**src/verilog/adclp_pkg.sv**
```systemverilog
// constants, layouts and state types of the converter low-power control block
package adclp_pkg;
    // register offsets
    localparam logic [3:0] OFS_CONFIG = 4'h0;
    localparam logic [3:0] OFS_SC2    = 4'h1;
    localparam logic [3:0] OFS_SC1    = 4'h2;
    localparam logic [3:0] OFS_RES_H  = 4'h3;
    localparam logic [3:0] OFS_RES_L  = 4'h4;
    localparam logic [3:0] OFS_CMP_H  = 4'h5;
    localparam logic [3:0] OFS_CMP_L  = 4'h6;
    localparam logic [3:0] OFS_PIN1   = 4'h7;
    localparam logic [3:0] OFS_PIN2   = 4'h8;
    // field positions
    localparam int CFG_LP   = 7;
    localparam int CFG_DIV  = 5;
    localparam int CFG_LSMP = 4;
    localparam int CFG_MODE = 2;
    localparam int CFG_CLK  = 0;
    localparam int SC2_ACT  = 7;
    localparam int SC2_TRG  = 6;
    localparam int SC2_CFE  = 5;
    localparam int SC2_CGT  = 4;
    localparam int SC1_CONV_COMPLETE_FLAG = 7;
    localparam int SC1_IEN  = 6;
    localparam int SC1_CONT = 5;
    localparam int SC1_CH   = 0;
    // encodings
    localparam logic [1:0] MODE_10BIT = 2'h2;
    localparam logic [1:0] CLK_BUS    = 2'h0;
    localparam logic [1:0] CLK_BUS2   = 2'h1;
    localparam logic [1:0] CLK_ALT    = 2'h2;
    localparam logic [1:0] CLK_ASYNC  = 2'h3;
    localparam logic [4:0] CH_OFF     = 5'h1f;
    localparam logic [9:0] FULL_10    = 10'h3ff;
    // sample window in half converter-clock cycles: 3.5 and 23.5 cycles
    localparam logic [5:0] SAMPLE_SHORT_HALF = 6'h07;
    localparam logic [5:0] SAMPLE_LONG_HALF  = 6'h2f;
    // successive-approximation phase, one converter clock per bit
    localparam logic [5:0] CONV_10_CYC = 6'h0a;
    localparam logic [5:0] CONV_8_CYC  = 6'h08;
    // reset values
    localparam logic [7:0] RST_CONFIG = 8'h00;
    localparam logic [7:0] RST_PIN    = 8'h00;

    typedef enum logic [2:0] {
        ST_IDLE    = 3'b001,
        ST_SAMPLE  = 3'b010,
        ST_CONVERT = 3'b100
    } adclp_state_e;

    typedef struct packed {
        logic [3:0] addr;
        logic [7:0] wdata;
        logic       wr;
        logic       rd;
    } adclp_bus_s;

    typedef struct packed {
        adclp_state_e st;
        logic [7:0]   cfg;
        logic         trg;
        logic         cfe;
        logic         cgt;
        logic         conv_complete_flag;
        logic         ien;
        logic         cont;
        logic [4:0]   ch;
        logic [7:0]   res_h;
        logic [7:0]   res_l;
        logic [7:0]   cmp_h;
        logic [7:0]   cmp_l;
        logic [7:0]   pin1;
        logic [7:0]   pin2;
        logic         blocked;
        logic [5:0]   cnt;
        logic [10:0]  sample_val;
        logic         stop3_q;
        logic         stop3_async;
        logic         active;
        logic         irq;
        logic [7:0]   rdata;
        logic         trg1;
        logic         trg2;
        logic         trg3;
    } adclp_state_s;

    localparam adclp_state_s RST_STATE = '{default: '0, st: ST_IDLE, ch: CH_OFF};

    typedef struct packed {
        logic       a1;
        logic       a2;
        logic       a3;
        logic       l1;
        logic       l2;
        logic       l3;
        logic       half;
        logic [2:0] cnt;
        logic       tick;
    } adclp_ck_s;
endpackage

```
**src/verilog/adclp_ctrl.sv**
```systemverilog
// converter control: registers, conversion sequence and stop-mode behaviour
//
// The implementer's own choices: the strobed register port and the register offsets.
`timescale 1ns/1ns

////////////////////////////////////////////////////////////////////////////////
// Overview of operation
// RULE1 - stop3 without async clock selected aborts conversion and goes idle
// RULE2 - stop3 entry or exit never changes the result bytes
// RULE3 - after an aborted stop3, stay idle until a new trigger
// RULE4 - with async clock selected, stop3 entry does not abort
// RULE5 - conversion running at stop3 entry completes on async clock
// RULE6 - in async stop3, hardware trigger and continuous mode start conversions
// RULE7 - completion sets the complete flag; enabled flag raises the interrupt
// RULE8 - stop1 or stop2 disables the block and resets every register
// RULE9 - software clears result blocking before stop3 with conversions running
// RULE10 - config: low power, divider, long sample, resolution, clock source
// RULE11 - resolution field 10 selects 10-bit conversions
// RULE12 - clock source 00 is bus clock; divider 00 is divide by one
// RULE13 - control two: active flag, trigger select, compare enable, direction
// RULE14 - control two bits 3:2 read zero; software writes zero to 1:0
// RULE15 - control one: complete flag, interrupt enable, continuous, channel
// RULE16 - channel 00001 routes input one; continuous 0 gives one conversion
// RULE17 - software reads high result byte before low byte
// RULE18 - software writes config, then control two, then control one
// RULE19 - inputs at or beyond references give full-scale or zero codes
// RULE20 - sample phase lasts 3.5 or 23.5 converter clocks; the code rounds up to 4 or 24 ticks
// RULE21 - conversions work regardless of pin control; set bit disables pin I/O
// RULE22 - a result between high and low byte reads is discarded, no flag
// RULE23 - active flag clears in the cycle the stop3 abort returns to idle
// RULE24 - stop3 behaviour follows clock source sampled at stop entry
module adclp_ctrl (
    // clock and reset
    input  wire logic                  clk,
    input  wire logic                  rstn,
    // register port
    input  wire adclp_pkg::adclp_bus_s bus,
    output logic [7:0]                 rdata,
    // power-mode controller
    input  wire logic                  stop3_mode,
    input  wire logic                  stop12_mode,
    // pins and analog front end
    input  wire logic                  hw_trigger_pin,
    input  wire logic                  async_clk_pin,
    input  wire logic                  alt_clk_pin,
    input  wire logic [10:0]           analog_level,
    // status and control outputs
    output logic                       irq_req,
    output logic                       conv_active,
    output logic                       sample_phase,
    output logic [4:0]                 channel_select_field,
    output logic [15:0]                pin_io_disable,
    output logic                       low_power_select
);
    import adclp_pkg::*;

    adclp_state_s s;
    adclp_state_s next_s;
    logic         tick;
    logic         stop_entry;
    logic         async_now;
    logic         halted;
    logic         hw_go;
    logic         wr_sc1;
    logic         wr_mode;
    logic         done;
    logic         transfer;
    logic         conv_complete_flag_set;
    logic         conv_complete_flag_clr;
    logic         cmp_ok;
    logic         mode10;
    logic [9:0]   code;
    logic [9:0]   cmp_val;
    logic [9:0]   diff;
    logic [5:0]   sample_len;
    logic [5:0]   conv_len;

    // saturate at the high reference; 8-bit mode keeps the upper bits
    function automatic logic [9:0] clamp_code(input logic [10:0] lvl, input logic m10);
        logic [9:0] c;
        c = (lvl >= {1'b0, FULL_10}) ? FULL_10 : lvl[9:0];
        clamp_code = m10 ? c : {2'h0, c[9:2]};
    endfunction

    function automatic logic is_addr(input adclp_bus_s b, input logic [3:0] a);
        is_addr = (b.addr == a);
    endfunction

    adclp_clkgen u_clkgen (
        .clk           (clk),
        .rstn          (rstn),
        .run           (s.active & ~halted & ~stop12_mode),
        .src_sel       (s.cfg[CFG_CLK +: 2]),
        .div_sel       (s.cfg[CFG_DIV +: 2]),
        .async_clk_pin (async_clk_pin),
        .alt_clk_pin   (alt_clk_pin),
        .tick          (tick)
    );

    ////////////////////////////////////////////////////////////////////////////
    always_comb begin
        next_s = s;
        next_s.rdata = 8'h00;
        next_s.trg1 = hw_trigger_pin;
        next_s.trg2 = s.trg1;
        next_s.trg3 = s.trg2;
        next_s.stop3_q = stop3_mode;
        stop_entry = stop3_mode & ~s.stop3_q;
        async_now = (s.cfg[CFG_CLK +: 2] == CLK_ASYNC);
        if (stop_entry) begin
            next_s.stop3_async = async_now; // RULE24
        end
        halted = stop3_mode & ~(stop_entry ? async_now : s.stop3_async); // RULE1 RULE4
        mode10 = (s.cfg[CFG_MODE +: 2] == MODE_10BIT); // RULE11
        sample_len = s.cfg[CFG_LSMP] ? SAMPLE_LONG_HALF : SAMPLE_SHORT_HALF; // RULE20
        conv_len = mode10 ? CONV_10_CYC : CONV_8_CYC;
        hw_go = s.trg2 & ~s.trg3 & s.trg & (s.ch != CH_OFF) & (s.st == ST_IDLE); // RULE6
        wr_sc1 = bus.wr & is_addr(bus, OFS_SC1);
        wr_mode = bus.wr & (is_addr(bus, OFS_CONFIG) | is_addr(bus, OFS_SC2)
                            | is_addr(bus, OFS_CMP_H) | is_addr(bus, OFS_CMP_L));
        code = clamp_code(s.sample_val, mode10); // RULE19
        cmp_val = mode10 ? {s.cmp_h[1:0], s.cmp_l} : {2'h0, s.cmp_l};
        diff = code - cmp_val;
        cmp_ok = s.cgt ? (code >= cmp_val) : (code < cmp_val);
        done = 1'b0;
        transfer = 1'b0;
        conv_complete_flag_set = 1'b0;
        conv_complete_flag_clr = 1'b0;

        case (s.st)
            ST_SAMPLE: begin
                if (tick) begin
                    // two half cycles per tick, so 3.5 rounds up to 4
                    if (s.cnt + 6'h02 >= sample_len) begin // RULE20
                        next_s.st = ST_CONVERT;
                        next_s.cnt = 6'h00;
                        next_s.sample_val = analog_level;
                    end else begin
                        next_s.cnt = s.cnt + 6'h02;
                    end
                end
            end
            ST_CONVERT: begin
                if (tick) begin
                    if (s.cnt + 6'h01 >= conv_len) begin
                        done = 1'b1; // RULE5
                    end else begin
                        next_s.cnt = s.cnt + 6'h01;
                    end
                end
            end
            default: begin
                if (hw_go) begin
                    next_s.st = ST_SAMPLE; // RULE6
                    next_s.cnt = 6'h00;
                end
            end
        endcase

        // a completion racing the stop3 abort is dropped
        if (done & ~halted) begin
            next_s.cnt = 6'h00;
            if (s.blocked) begin
                // result lost; retry unless a failed single compare ends it
                next_s.st = (s.cfe & ~cmp_ok & ~s.cont) ? ST_IDLE : ST_SAMPLE; // RULE22
            end else begin
                transfer = ~s.cfe | cmp_ok;
                conv_complete_flag_set = transfer; // RULE7
                next_s.st = s.cont ? ST_SAMPLE : ST_IDLE; // RULE6 RULE16
            end
        end
        if (transfer) begin
            next_s.res_h = mode10 ? {6'h00, (s.cfe ? diff[9:8] : code[9:8])} : 8'h00;
            next_s.res_l = s.cfe ? diff[7:0] : code[7:0];
        end

        // a mode change invalidates the running conversion
        if (wr_mode) begin
            next_s.st = ST_IDLE;
            next_s.cnt = 6'h00;
        end
        if (bus.wr) begin
            if (is_addr(bus, OFS_CONFIG)) begin
                next_s.cfg = bus.wdata; // RULE10
            end else if (is_addr(bus, OFS_SC2)) begin
                next_s.trg = bus.wdata[SC2_TRG]; // RULE13
                next_s.cfe = bus.wdata[SC2_CFE];
                next_s.cgt = bus.wdata[SC2_CGT];
            end else if (is_addr(bus, OFS_SC1)) begin
                next_s.ien = bus.wdata[SC1_IEN]; // RULE15
                next_s.cont = bus.wdata[SC1_CONT];
                next_s.ch = bus.wdata[SC1_CH +: 5];
                conv_complete_flag_clr = 1'b1;
                next_s.cnt = 6'h00;
                next_s.st = ((bus.wdata[SC1_CH +: 5] != CH_OFF) & ~s.trg) ? ST_SAMPLE : ST_IDLE;
            end else if (is_addr(bus, OFS_CMP_H)) begin
                next_s.cmp_h = bus.wdata;
            end else if (is_addr(bus, OFS_CMP_L)) begin
                next_s.cmp_l = bus.wdata;
            end else if (is_addr(bus, OFS_PIN1)) begin
                next_s.pin1 = bus.wdata; // RULE21
            end else if (is_addr(bus, OFS_PIN2)) begin
                next_s.pin2 = bus.wdata; // RULE21
            end
        end

        if (bus.rd) begin
            if (is_addr(bus, OFS_CONFIG)) begin
                next_s.rdata = s.cfg;
            end else if (is_addr(bus, OFS_SC2)) begin
                next_s.rdata = {s.active, s.trg, s.cfe, s.cgt, 4'h0}; // RULE13 RULE14
            end else if (is_addr(bus, OFS_SC1)) begin
                next_s.rdata = {s.conv_complete_flag, s.ien, s.cont, s.ch}; // RULE15
            end else if (is_addr(bus, OFS_RES_H)) begin
                next_s.rdata = s.res_h;
                next_s.blocked = mode10; // RULE22
            end else if (is_addr(bus, OFS_RES_L)) begin
                next_s.rdata = s.res_l;
                next_s.blocked = 1'b0;
                conv_complete_flag_clr = 1'b1;
            end else if (is_addr(bus, OFS_CMP_H)) begin
                next_s.rdata = s.cmp_h;
            end else if (is_addr(bus, OFS_CMP_L)) begin
                next_s.rdata = s.cmp_l;
            end else if (is_addr(bus, OFS_PIN1)) begin
                next_s.rdata = s.pin1;
            end else if (is_addr(bus, OFS_PIN2)) begin
                next_s.rdata = s.pin2;
            end
        end

        // set wins over clear
        next_s.conv_complete_flag = (s.conv_complete_flag & ~conv_complete_flag_clr) | conv_complete_flag_set; // RULE7
        // clock gated off: drop the conversion, results untouched
        if (halted) begin
            next_s.st = ST_IDLE; // RULE1 RULE2 RULE3
            next_s.cnt = 6'h00;
        end
        next_s.active = (next_s.st != ST_IDLE); // RULE23
        next_s.irq = next_s.conv_complete_flag & next_s.ien; // RULE7
        if (stop12_mode) begin
            next_s = RST_STATE; // RULE8
        end
    end

    always_ff @(posedge clk or negedge rstn) begin
        if (!rstn) begin
            s <= RST_STATE;
        end else begin
            s <= next_s;
        end
    end

    ////////////////////////////////////////////////////////////////////////////
    assign rdata = s.rdata;
    assign irq_req = s.irq;
    assign conv_active = s.active;
    assign sample_phase = s.st[1];
    assign channel_select_field = s.ch; // RULE16
    assign pin_io_disable = {s.pin2, s.pin1}; // RULE21
    assign low_power_select = s.cfg[CFG_LP];
endmodule

```
**src/verilog/adclp_clkgen.sv**
```systemverilog
// converter clock source select and divider, producing one tick per converter clock
`timescale 1ns/1ns
module adclp_clkgen (
    // clock and reset
    input  wire logic       clk,
    input  wire logic       rstn,
    // control
    input  wire logic       run,
    input  wire logic [1:0] src_sel,
    input  wire logic [1:0] div_sel,
    // clock pins
    input  wire logic       async_clk_pin,
    input  wire logic       alt_clk_pin,
    // tick
    output logic            tick
);
    import adclp_pkg::*;

    adclp_ck_s s;
    adclp_ck_s next_s;
    logic      edge_in;

    function automatic logic [2:0] div_limit(input logic [1:0] d);
        case (d)
            2'h0:    div_limit = 3'h0;
            2'h1:    div_limit = 3'h1;
            2'h2:    div_limit = 3'h3;
            default: div_limit = 3'h7;
        endcase
    endfunction

    always_comb begin
        next_s = s;
        next_s.a1 = async_clk_pin;
        next_s.a2 = s.a1;
        next_s.a3 = s.a2;
        next_s.l1 = alt_clk_pin;
        next_s.l2 = s.l1;
        next_s.l3 = s.l2;
        next_s.half = ~s.half;
        next_s.tick = 1'b0;
        case (src_sel)
            CLK_BUS:  edge_in = 1'b1; // RULE12
            CLK_BUS2: edge_in = s.half;
            CLK_ALT:  edge_in = s.l2 & ~s.l3;
            default:  edge_in = s.a2 & ~s.a3;
        endcase
        if (!run) begin
            next_s.cnt = 3'h0;
        end else if (edge_in) begin
            if (s.cnt >= div_limit(div_sel)) begin // RULE12
                next_s.cnt = 3'h0;
                next_s.tick = 1'b1;
            end else begin
                next_s.cnt = s.cnt + 3'h1;
            end
        end
    end

    always_ff @(posedge clk or negedge rstn) begin
        if (!rstn) begin
            s <= '0;
        end else begin
            s <= next_s;
        end
    end

    assign tick = s.tick;
endmodule

```
**config.mk**
```make
export PLATFORM = sky130hd
export DESIGN_NAME = adclp_ctrl
export DESIGN_NICKNAME = d
export VERILOG_FILES = /design/src/verilog/adclp_pkg.sv /design/src/verilog/adclp_ctrl.sv /design/src/verilog/adclp_clkgen.sv
export SDC_FILE = /design/constraint.sdc
export NUM_CORES = 1
export LEC_CHECK = 0
export BUFFER_PORTS_ARGS = -buffer_cell sky130_fd_sc_hd__buf_2
export CAP_MARGIN = 20
export CORE_AREA = 4 4 117 119
export DETAILED_ROUTE_END_ITERATION = 10
export DIE_AREA = 0 0 121 123
export PLACE_DENSITY = 0.76
export SYNTH_ARGS = -nofsm -noshare
export SYNTH_HDL_FRONTEND = slang
export SYNTH_SLANG_ARGS = --single-unit
```
**constraint.sdc**
```tcl
create_clock -name clk -period 3.4 [get_ports clk]
set_clock_uncertainty 0.15 [all_clocks]
set_input_delay 0.51 -clock clk [delete_from_list [all_inputs] [get_ports clk]]
set_output_delay 0.51 -clock clk [all_outputs]
set_load 0.03 [all_outputs]
```
==> impl_metrics.prom, run 1 <==
# TYPE chip_impl_metric gauge
chip_impl_metric{name="maxSlewHeadroom",unit="%"} 44.91
chip_impl_info{name="rsz0062_at_grt",value="false"} 1
chip_impl_metric{name="detail_route.wirelength",unit="µm"} 17830
chip_impl_metric{name="global_route.overflow_total",unit=""} 0
chip_impl_metric{name="yosysWarningCount",unit=""} 0
chip_impl_metric{name="layout.filler_cells",unit=""} 1117
chip_impl_metric{name="maximum_cell_stage_delay_along_the_critical_path",unit="ns"} 0.42
chip_impl_metric{name="totalNegativeSetupSlack",unit="ns"} 0
chip_impl_metric{name="n_antenna_cell",unit=""} 0
chip_impl_metric{name="finalSetupViolations",unit=""} 0
chip_impl_metric{name="cts.repair_timing.setup_buffer_count",unit=""} 0
chip_impl_metric{name="num_io_pins",unit=""} 65
chip_impl_metric{name="grt_start_max_net_pins",unit=""} 58
chip_impl_metric{name="clock-sinks",unit=""} 108
chip_impl_metric{name="synth-edff-count",unit=""} 0
chip_impl_metric{name="max_freq",unit="MHz"} 308.1
chip_impl_metric{name="power.static_leakage",unit="nW"} 3.346
chip_impl_info{name="outcome",value="complete, no violations"} 1
chip_impl_metric{name="dp_worst_slack",unit="ns"} 0.05872
chip_impl_metric{name="fp.coreArea",unit="µm²"} 12570
chip_impl_metric{name="place_congestion",unit=""} 0.9328
chip_impl_metric{name="gr-usage-all-layers",unit="%"} 24.67
chip_impl_metric{name="wl_per_cell",unit="µm"} 18.82
chip_impl_info{name="final_cell_mix",value="dfrtp_1 (102), nand2_1 (90), o21ai_0 (64)"} 1
chip_impl_metric{name="worst-r2r-setup-slack",unit="ns"} 0.15
chip_impl_metric{name="synth_cell_type_count",unit=""} 81
chip_impl_metric{name="initial_utilization",unit="%"} 53.42
chip_impl_metric{name="critical_path_fanout_max",unit=""} 11
chip_impl_metric{name="synthArstFlopShare",unit="%"} 100.0
chip_impl_metric{name="ys_ff_latch",unit=""} 108
chip_impl_metric{name="synth_area",unit="µm²"} 6714
chip_impl_metric{name="vert_die_dim",unit="µm"} 123
chip_impl_metric{name="post_route_cells_drive_above_1_share",unit="%"} 18.58
chip_impl_info{name="timing_worst_setup_path_type",value="flip-flop to flip-flop"} 1
chip_impl_metric{name="numPortBuffers",unit=""} 64
chip_impl_metric{name="path_clk_slew",unit="ns"} 0.08
chip_impl_metric{name="cts_h_tree_depth",unit=""} 3
chip_impl_info{name="timing.critical_path.slowest_stage_cell",value="fa_1"} 1
chip_impl_metric{name="area_delta_synth_final",unit="%"} 8.889
chip_impl_metric{name="post-dp-hpwl",unit="µm"} 13510
chip_impl_metric{name="dieArea",unit="µm²"} 14880
chip_impl_metric{name="synth_seq_area_share",unit="%"} 40.37
chip_impl_info{name="end_of_the_worst_register_to_register_path",value="conv_active"} 1
chip_impl_metric{name="clk_path_buf_depth",unit=""} 2
chip_impl_metric{name="post_cts.resized_instances",unit=""} 0
chip_impl_metric{name="antenna_found_initial",unit=""} 0
chip_impl_info{name="crit_path_from",value="s[23]"} 1
chip_impl_metric{name="drt_pass1_iterations",unit=""} 5
chip_impl_metric{name="grt_first_pass_wirelength",unit="µm"} 28970
chip_impl_info{name="cts_tree",value="yes"} 1
chip_impl_metric{name="detail-route-antenna-nets",unit=""} 0
chip_impl_metric{name="final_clock_period_utilization_by_the_worst_path",unit="%"} 95.45
chip_impl_metric{name="clk-insertion-delay-late",unit="ns"} 0.35
chip_impl_info{name="critical_path.reg2reg.startpoint",value="s[23]"} 1
chip_impl_metric{name="netlist_instances",unit=""} 746
chip_impl_metric{name="initialDrtViolationCount",unit=""} 593
chip_impl_metric{name="tritoncts.num_buffers",unit=""} 9
chip_impl_metric{name="period_minus_slack",unit="ns"} 3.245
chip_impl_metric{name="route.detailed.vias_per_inst",unit=""} 5.940
chip_impl_info{name="cp_cell_sequence",value="and4_1 -> a41oi_1 -> buf_4 -> and3_1 -> ha_1 -> fa_1 -> nand2b_1 -> a21oi_2 -> o211ai_1 -> o211a_4 -> a2111oi_4 -> o221ai_2"} 1
chip_impl_metric{name="final_hold_fails",unit=""} 0
chip_impl_metric{name="hold_buffers",unit=""} 0
chip_impl_metric{name="slew_viol_final",unit=""} 0
chip_impl_metric{name="via_count",unit=""} 5625
chip_impl_info{name="holdCritPathClass",value="input pin to asynchronous set/reset pin"} 1
chip_impl_info{name="crit_path_start_kind",value="flip-flop"} 1
chip_impl_metric{name="syn-mean-instance-area",unit="µm²"} 9.000
chip_impl_info{name="mostFrequentLayoutCell",value="dfrtp_1"} 1
chip_impl_metric{name="regArea",unit="µm²"} 2710
chip_impl_metric{name="fin_nets",unit=""} 823
chip_impl_metric{name="tightestPinTransition",unit="ns"} 0.8201
chip_impl_metric{name="drt_drc_violations_left",unit=""} 0
chip_impl_metric{name="die_x",unit="µm"} 121
chip_impl_metric{name="first_global_vias",unit=""} 5410
chip_impl_info{name="ys_dominant_reg_cell",value="dfrtp_1"} 1
chip_impl_metric{name="rows",unit=""} 41
chip_impl_metric{name="cp_data_required_time",unit="ns"} 3.48
chip_impl_metric{name="max-vdd-ir-drop",unit="mV"} 0.2048
chip_impl_info{name="end_kind",value="flip-flop"} 1
chip_impl_info{name="clock-root-buffer",value="clkbuf_16"} 1
chip_impl_metric{name="timing.final.ws_setup",unit="ns"} 0.1548
chip_impl_metric{name="multi_input_combinational_cell_area",unit="µm²"} 3497
chip_impl_info{name="critPathCapture",value="conv_active"} 1
chip_impl_metric{name="powerDensity",unit="nW/µm²"} 376.7
chip_impl_metric{name="timing.reg2reg.worst_path_depth",unit=""} 12
chip_impl_metric{name="drv_cap",unit=""} 0
chip_impl_metric{name="mappedNetlistNets",unit=""} 799
chip_impl_metric{name="arrival_time_worst_endpoint",unit="ns"} 3.32
[synth_stat cells, types with 10 or more instances]
master      n  area share (%)
a21o_1     12             1.3
a21oi_1    54             4.0
buf_2      17             1.3
buf_4      32             3.6
clkbuf_1   16            0.89
dfrtp_1   102              38
ha_1       20             3.7
inv_1      25             1.4
mux2i_1    35             5.2
nand2_1    90             5.0
nand2b_1   19             1.8
nand3_1    19             1.4
nand3b_1   10             1.1
nor2_1     58             3.2
nor2b_1    10            0.93
nor3_1     16             1.2
o21ai_0    64             4.8
xnor2_1    10             1.3
[kinds of logic after synthesis]
family,share of synthesized area (%)
and+or+nand+nor,19.36
muxes,6.448
buffers and inverters,7.920
adders and majority gates,4.025
DFF,40.37
AOI/OAI and AO/OA,19.59
xor gates and xnor gates,2.292
[where the power goes]
part	leakage [nW]	switching (mW)	internal (mW)	total, mW
Sequential	1.43	0.0381	1.33	1.37
Clock	0.131	0.523	0.510	1.03
Combinational	1.78	0.237	0.120	0.356
[per-stage QoR]
stage / cells / hold WS (ns) / power (mW) / instance area [µm²] / utilization, %
final: 947 / 0.09294 / 2.754 / 7311 / 58.17
after global routing: 947 / 0.09502 / 2.874 / 7311 / 58.17
after CTS: 944 / 0.09494 / 2.763 / 7263 / 57.79
after detailed placement: 928 / 0.1871 / 1.739 / 6978 / 55.52
after global placement: 928 / 0.1839 / 1.735 / 6978 / 55.52
after floorplan: 746 / 0.06441 / 1.626 / 6714 / -
[metal layers]
layer / track usage [%] / part of all wire, % / up-vias
met5: 0 / 0 / -
met4: 8.003 / 2.2 / 0
met3: 4.254 / 5.9 / 24
met2: 38.76 / 46 / 201
met1: 34.93 / 45 / 2729
li1: - / - / 2671
[registers in the layout (all words and copies together) (netlist names), 4 cells and up]
register and cells:
u_clkgen.s 6, rdata 8, s 64, channel_select_field 5
pin_io_disable 16, u_clkgen.next_s 4
[area by class of cell]
class | count | area share, %
clock buffer | 9 | 3.081
clock inverter | 7 | 0.8215
inverter | 26 | 1.335
multi-input combinational | 540 | 47.83
sequential | 108 | 37.07
tap | 172 | 2.944
timing repair buffer | 85 | 6.914
[worst max-delay path, delay by kind of cell, from the launching register on]
kind / cells / cell delay (ns)
simple gates: 3 / 0.58
compound gates: 6 / 1.16
flops: 1 / 0.41
buf+inv: 1 / 0.18
fa+ha+maj: 2 / 0.63
[how the worst min path moves through the flow]
stage,endpoint,cells past startpoint,startpoint,slack [ns]
global placement,u_clkgen.next_s[8],0,u_clkgen.next_s[9],0.18
finish,s[22],1,rstn,0.09
global route,u_clkgen.next_s[6],1,alt_clk_pin,0.1
floorplan,conv_active,0,rstn,0.06
detailed placement,u_clkgen.next_s[5],0,u_clkgen.next_s[6],0.19
CTS,u_clkgen.next_s[9],1,async_clk_pin,0.09
Note: power is estimated with default switching activity, not from simulation.
==> inputs of run 2 (changes only) <==
--- a/config.mk
+++ b/config.mk
@@ -7,10 +7,10 @@
 export LEC_CHECK = 0
 export BUFFER_PORTS_ARGS = -buffer_cell sky130_fd_sc_hd__buf_2
 export CAP_MARGIN = 20
-export CORE_AREA = 4 4 117 119
+export CORE_AREA = 4 4 90 155
 export DETAILED_ROUTE_END_ITERATION = 10
-export DIE_AREA = 0 0 121 123
-export PLACE_DENSITY = 0.76
+export DIE_AREA = 0 0 94 159
+export PLACE_DENSITY = 0.75
 export SYNTH_ARGS = -nofsm -noshare
 export SYNTH_HDL_FRONTEND = slang
 export SYNTH_SLANG_ARGS = --single-unit
==> impl_metrics.prom, run 2 (same netlist as run 1, synthesis figures left out) <==
# TYPE chip_impl_metric gauge
chip_impl_info{name="outcome",value="complete, no violations"} 1
chip_impl_metric{name="detail-route-antenna-nets",unit=""} 0
chip_impl_metric{name="drt_pass1_iterations",unit=""} 5
chip_impl_metric{name="tightestPinTransition",unit="ns"} 0.9201
chip_impl_info{name="rsz0062_at_grt",value="true"} 1
chip_impl_metric{name="die_x",unit="µm"} 94
chip_impl_metric{name="detail_route.wirelength",unit="µm"} 18970
chip_impl_info{name="final_cell_mix",value="dfrtp_1 (102), nand2_1 (90), o21ai_0 (64)"} 1
chip_impl_metric{name="rows",unit=""} 54
chip_impl_metric{name="first_global_vias",unit=""} 5735
chip_impl_metric{name="initial_utilization",unit="%"} 53.42
chip_impl_metric{name="finalSetupViolations",unit=""} 0
chip_impl_metric{name="clk-insertion-delay-late",unit="ns"} 0.35
chip_impl_info{name="timing.critical_path.slowest_stage_cell",value="a2111oi_1"} 1
chip_impl_metric{name="grt_first_pass_wirelength",unit="µm"} 30390
chip_impl_metric{name="worst_path_bufs_invs",unit=""} 1
chip_impl_info{name="crit_path_start_kind",value="flip-flop"} 1
chip_impl_metric{name="place_congestion",unit=""} 0.9663
chip_impl_metric{name="via_count",unit=""} 5774
chip_impl_metric{name="global_route.overflow_total",unit=""} 0
chip_impl_metric{name="clock-sinks",unit=""} 108
chip_impl_metric{name="post_route_cells_drive_above_1_share",unit="%"} 19.20
chip_impl_info{name="registers.top_by_ff_count",value="s"} 1
chip_impl_metric{name="max_freq",unit="MHz"} 304.9
chip_impl_info{name="end_kind",value="flip-flop"} 1
chip_impl_info{name="cp_cell_sequence",value="and4_1 -> a41oi_1 -> buf_4 -> and3_1 -> ha_1 -> fa_2 -> nand2b_1 -> a21oi_2 -> o211ai_1 -> o211ai_1 -> a2111oi_1 -> nor3_1"} 1
chip_impl_metric{name="cp_data_required_time",unit="ns"} 3.47
chip_impl_metric{name="tritoncts.num_buffers",unit=""} 9
chip_impl_metric{name="final_cells",unit=""} 944
chip_impl_metric{name="critical_path_fanout_max",unit=""} 11
chip_impl_metric{name="n_antenna_cell",unit=""} 0
chip_impl_info{name="holdCritPathClass",value="input pin to asynchronous set/reset pin"} 1
chip_impl_metric{name="dieArea",unit="µm²"} 14950
chip_impl_metric{name="num_io_pins",unit=""} 65
chip_impl_metric{name="cts_h_tree_depth",unit=""} 3
chip_impl_metric{name="period_minus_slack",unit="ns"} 3.280
chip_impl_metric{name="finalHoldWorstSlack",unit="ns"} 0.09751
chip_impl_metric{name="fin_nets",unit=""} 824
chip_impl_metric{name="post-dp-hpwl",unit="µm"} 14600
chip_impl_metric{name="largest_register_ffs",unit=""} 64
chip_impl_metric{name="power.static_leakage",unit="nW"} 3.361
chip_impl_metric{name="fp.coreArea",unit="µm²"} 12570
chip_impl_metric{name="wl_per_cell",unit="µm"} 20.10
chip_impl_metric{name="final_hold_fails",unit=""} 0
chip_impl_metric{name="final_clock_period_utilization_by_the_worst_path",unit="%"} 96.48
chip_impl_metric{name="antenna_found_initial",unit=""} 0
chip_impl_metric{name="drt_drc_violations_left",unit=""} 0
chip_impl_metric{name="place.detailed.instances",unit=""} 925
chip_impl_info{name="timing_worst_setup_path_type",value="flip-flop to flip-flop"} 1
chip_impl_info{name="clock-root-buffer",value="clkbuf_16"} 1
chip_impl_metric{name="layout.filler_cells",unit=""} 1153
chip_impl_metric{name="slew_viol_final",unit=""} 0
chip_impl_metric{name="arrival_time_worst_endpoint",unit="ns"} 3.35
chip_impl_metric{name="drv_cap",unit=""} 0
chip_impl_metric{name="gr-usage-all-layers",unit="%"} 26.05
chip_impl_metric{name="maximum_cell_stage_delay_along_the_critical_path",unit="ns"} 0.48
chip_impl_metric{name="area_delta_synth_final",unit="%"} 8.945
chip_impl_info{name="cts_tree",value="yes"} 1
chip_impl_metric{name="maxSlewHeadroom",unit="%"} 38.66
chip_impl_metric{name="grt_start_max_net_pins",unit=""} 64
chip_impl_metric{name="numPortBuffers",unit=""} 64
chip_impl_metric{name="powerDensity",unit="nW/µm²"} 373.7
chip_impl_metric{name="clk_path_buf_depth",unit=""} 2
chip_impl_metric{name="initialDrtViolationCount",unit=""} 521
chip_impl_metric{name="max-vdd-ir-drop",unit="mV"} 0.2106
chip_impl_info{name="mostFrequentLayoutCell",value="dfrtp_1"} 1
chip_impl_metric{name="route.detailed.vias_per_inst",unit=""} 6.117
chip_impl_info{name="critical-path-top-cell-by-count",value="o211ai_1"} 1
chip_impl_info{name="worst_path_dominant_cell_family",value="compound AO/OA/AOI/OAI gates"} 1
chip_impl_metric{name="vert_die_dim",unit="µm"} 159
chip_impl_metric{name="path_clk_slew",unit="ns"} 0.07
run 2: changes by cell type in the layout (fill, tap and decap cells not counted), sizes merged:
cell / delta
inv: +1
clkinvlp: -3
buf: +1
clkinv: +2
run 2: final cells by class:
| class | count | area (µm²) | share of cell area (%) |
|---|---|---|---|
| clock inverters | 7 | 56.30 | 0.7698 |
| clock buffers | 9 | 225.2 | 3.079 |
| inverters | 26 | 97.59 | 1.334 |
| well taps | 168 | 210.2 | 2.874 |
| repair buffers | 86 | 500.5 | 6.842 |
| flip-flops and latches | 108 | 2710 | 37.05 |
| multi-input cells | 540 | 3515 | 48.05 |
run 2: repair_timing:
| item | 4_1_cts | 5_1_grt |
|---|---|---|
| endpoints found under the setup margin | 0 | 8 |
| resized for setup | 0 | 8 |
| hold buffers | 0 | 0 |
| buffers inserted | 0 | 1 |
run 2: power by group:
group | total (mW) | leakage, nW | internal (mW) | switching [mW]
registers | 1.37 | 1.43 | 1.33 | 0.0378
logic | 0.362 | 1.78 | 0.118 | 0.244
clock network | 1.01 | 0.142 | 0.509 | 0.497
run 2: final timing paths:
check,depth (start not counted),end,start,slack (ns)
setup / recovery,12,s[71],s[16],0.12
hold / removal,1,rdata[2],rstn,0.1
setup reg to reg,12,s[71],s[16],0.12
hold reg to reg,0,u_clkgen.next_s[5],u_clkgen.next_s[6],0.20
max in group asynchronous,2,s[100],rstn,2.23
min in group clk,1,u_clkgen.next_s[9],async_clk_pin,0.11
run 2: metrics by stage:
stage | cell area (µm²) | setup TNS, ns | setup WS [ns] | utilization (%) | power (mW)
global route | 7315 | -0.1767 | -0.06819 | 58.20 | 2.843
floorplan | 6714 | 0 | 0.2694 | - | 1.626
CTS | 7249 | 0 | 0.07214 | 57.69 | 2.744
finish | 7315 | 0 | 0.1198 | 58.20 | 2.734
global placement | 6968 | 0 | 0.1745 | 55.45 | 1.735
detailed placement | 6968 | 0 | 0.09203 | 55.45 | 1.742
run 2: metal layers:
metal	vias to the layer above	global-route usage [%]	wire, µm	share of wire, %
met5	-	0	0	0
met4	0	15.58	1231	6.5
met3	76	5.296	1131	6.0
met2	243	42.93	9596	51
met1	2792	30.72	7009	37
li1	2663	-	-	-
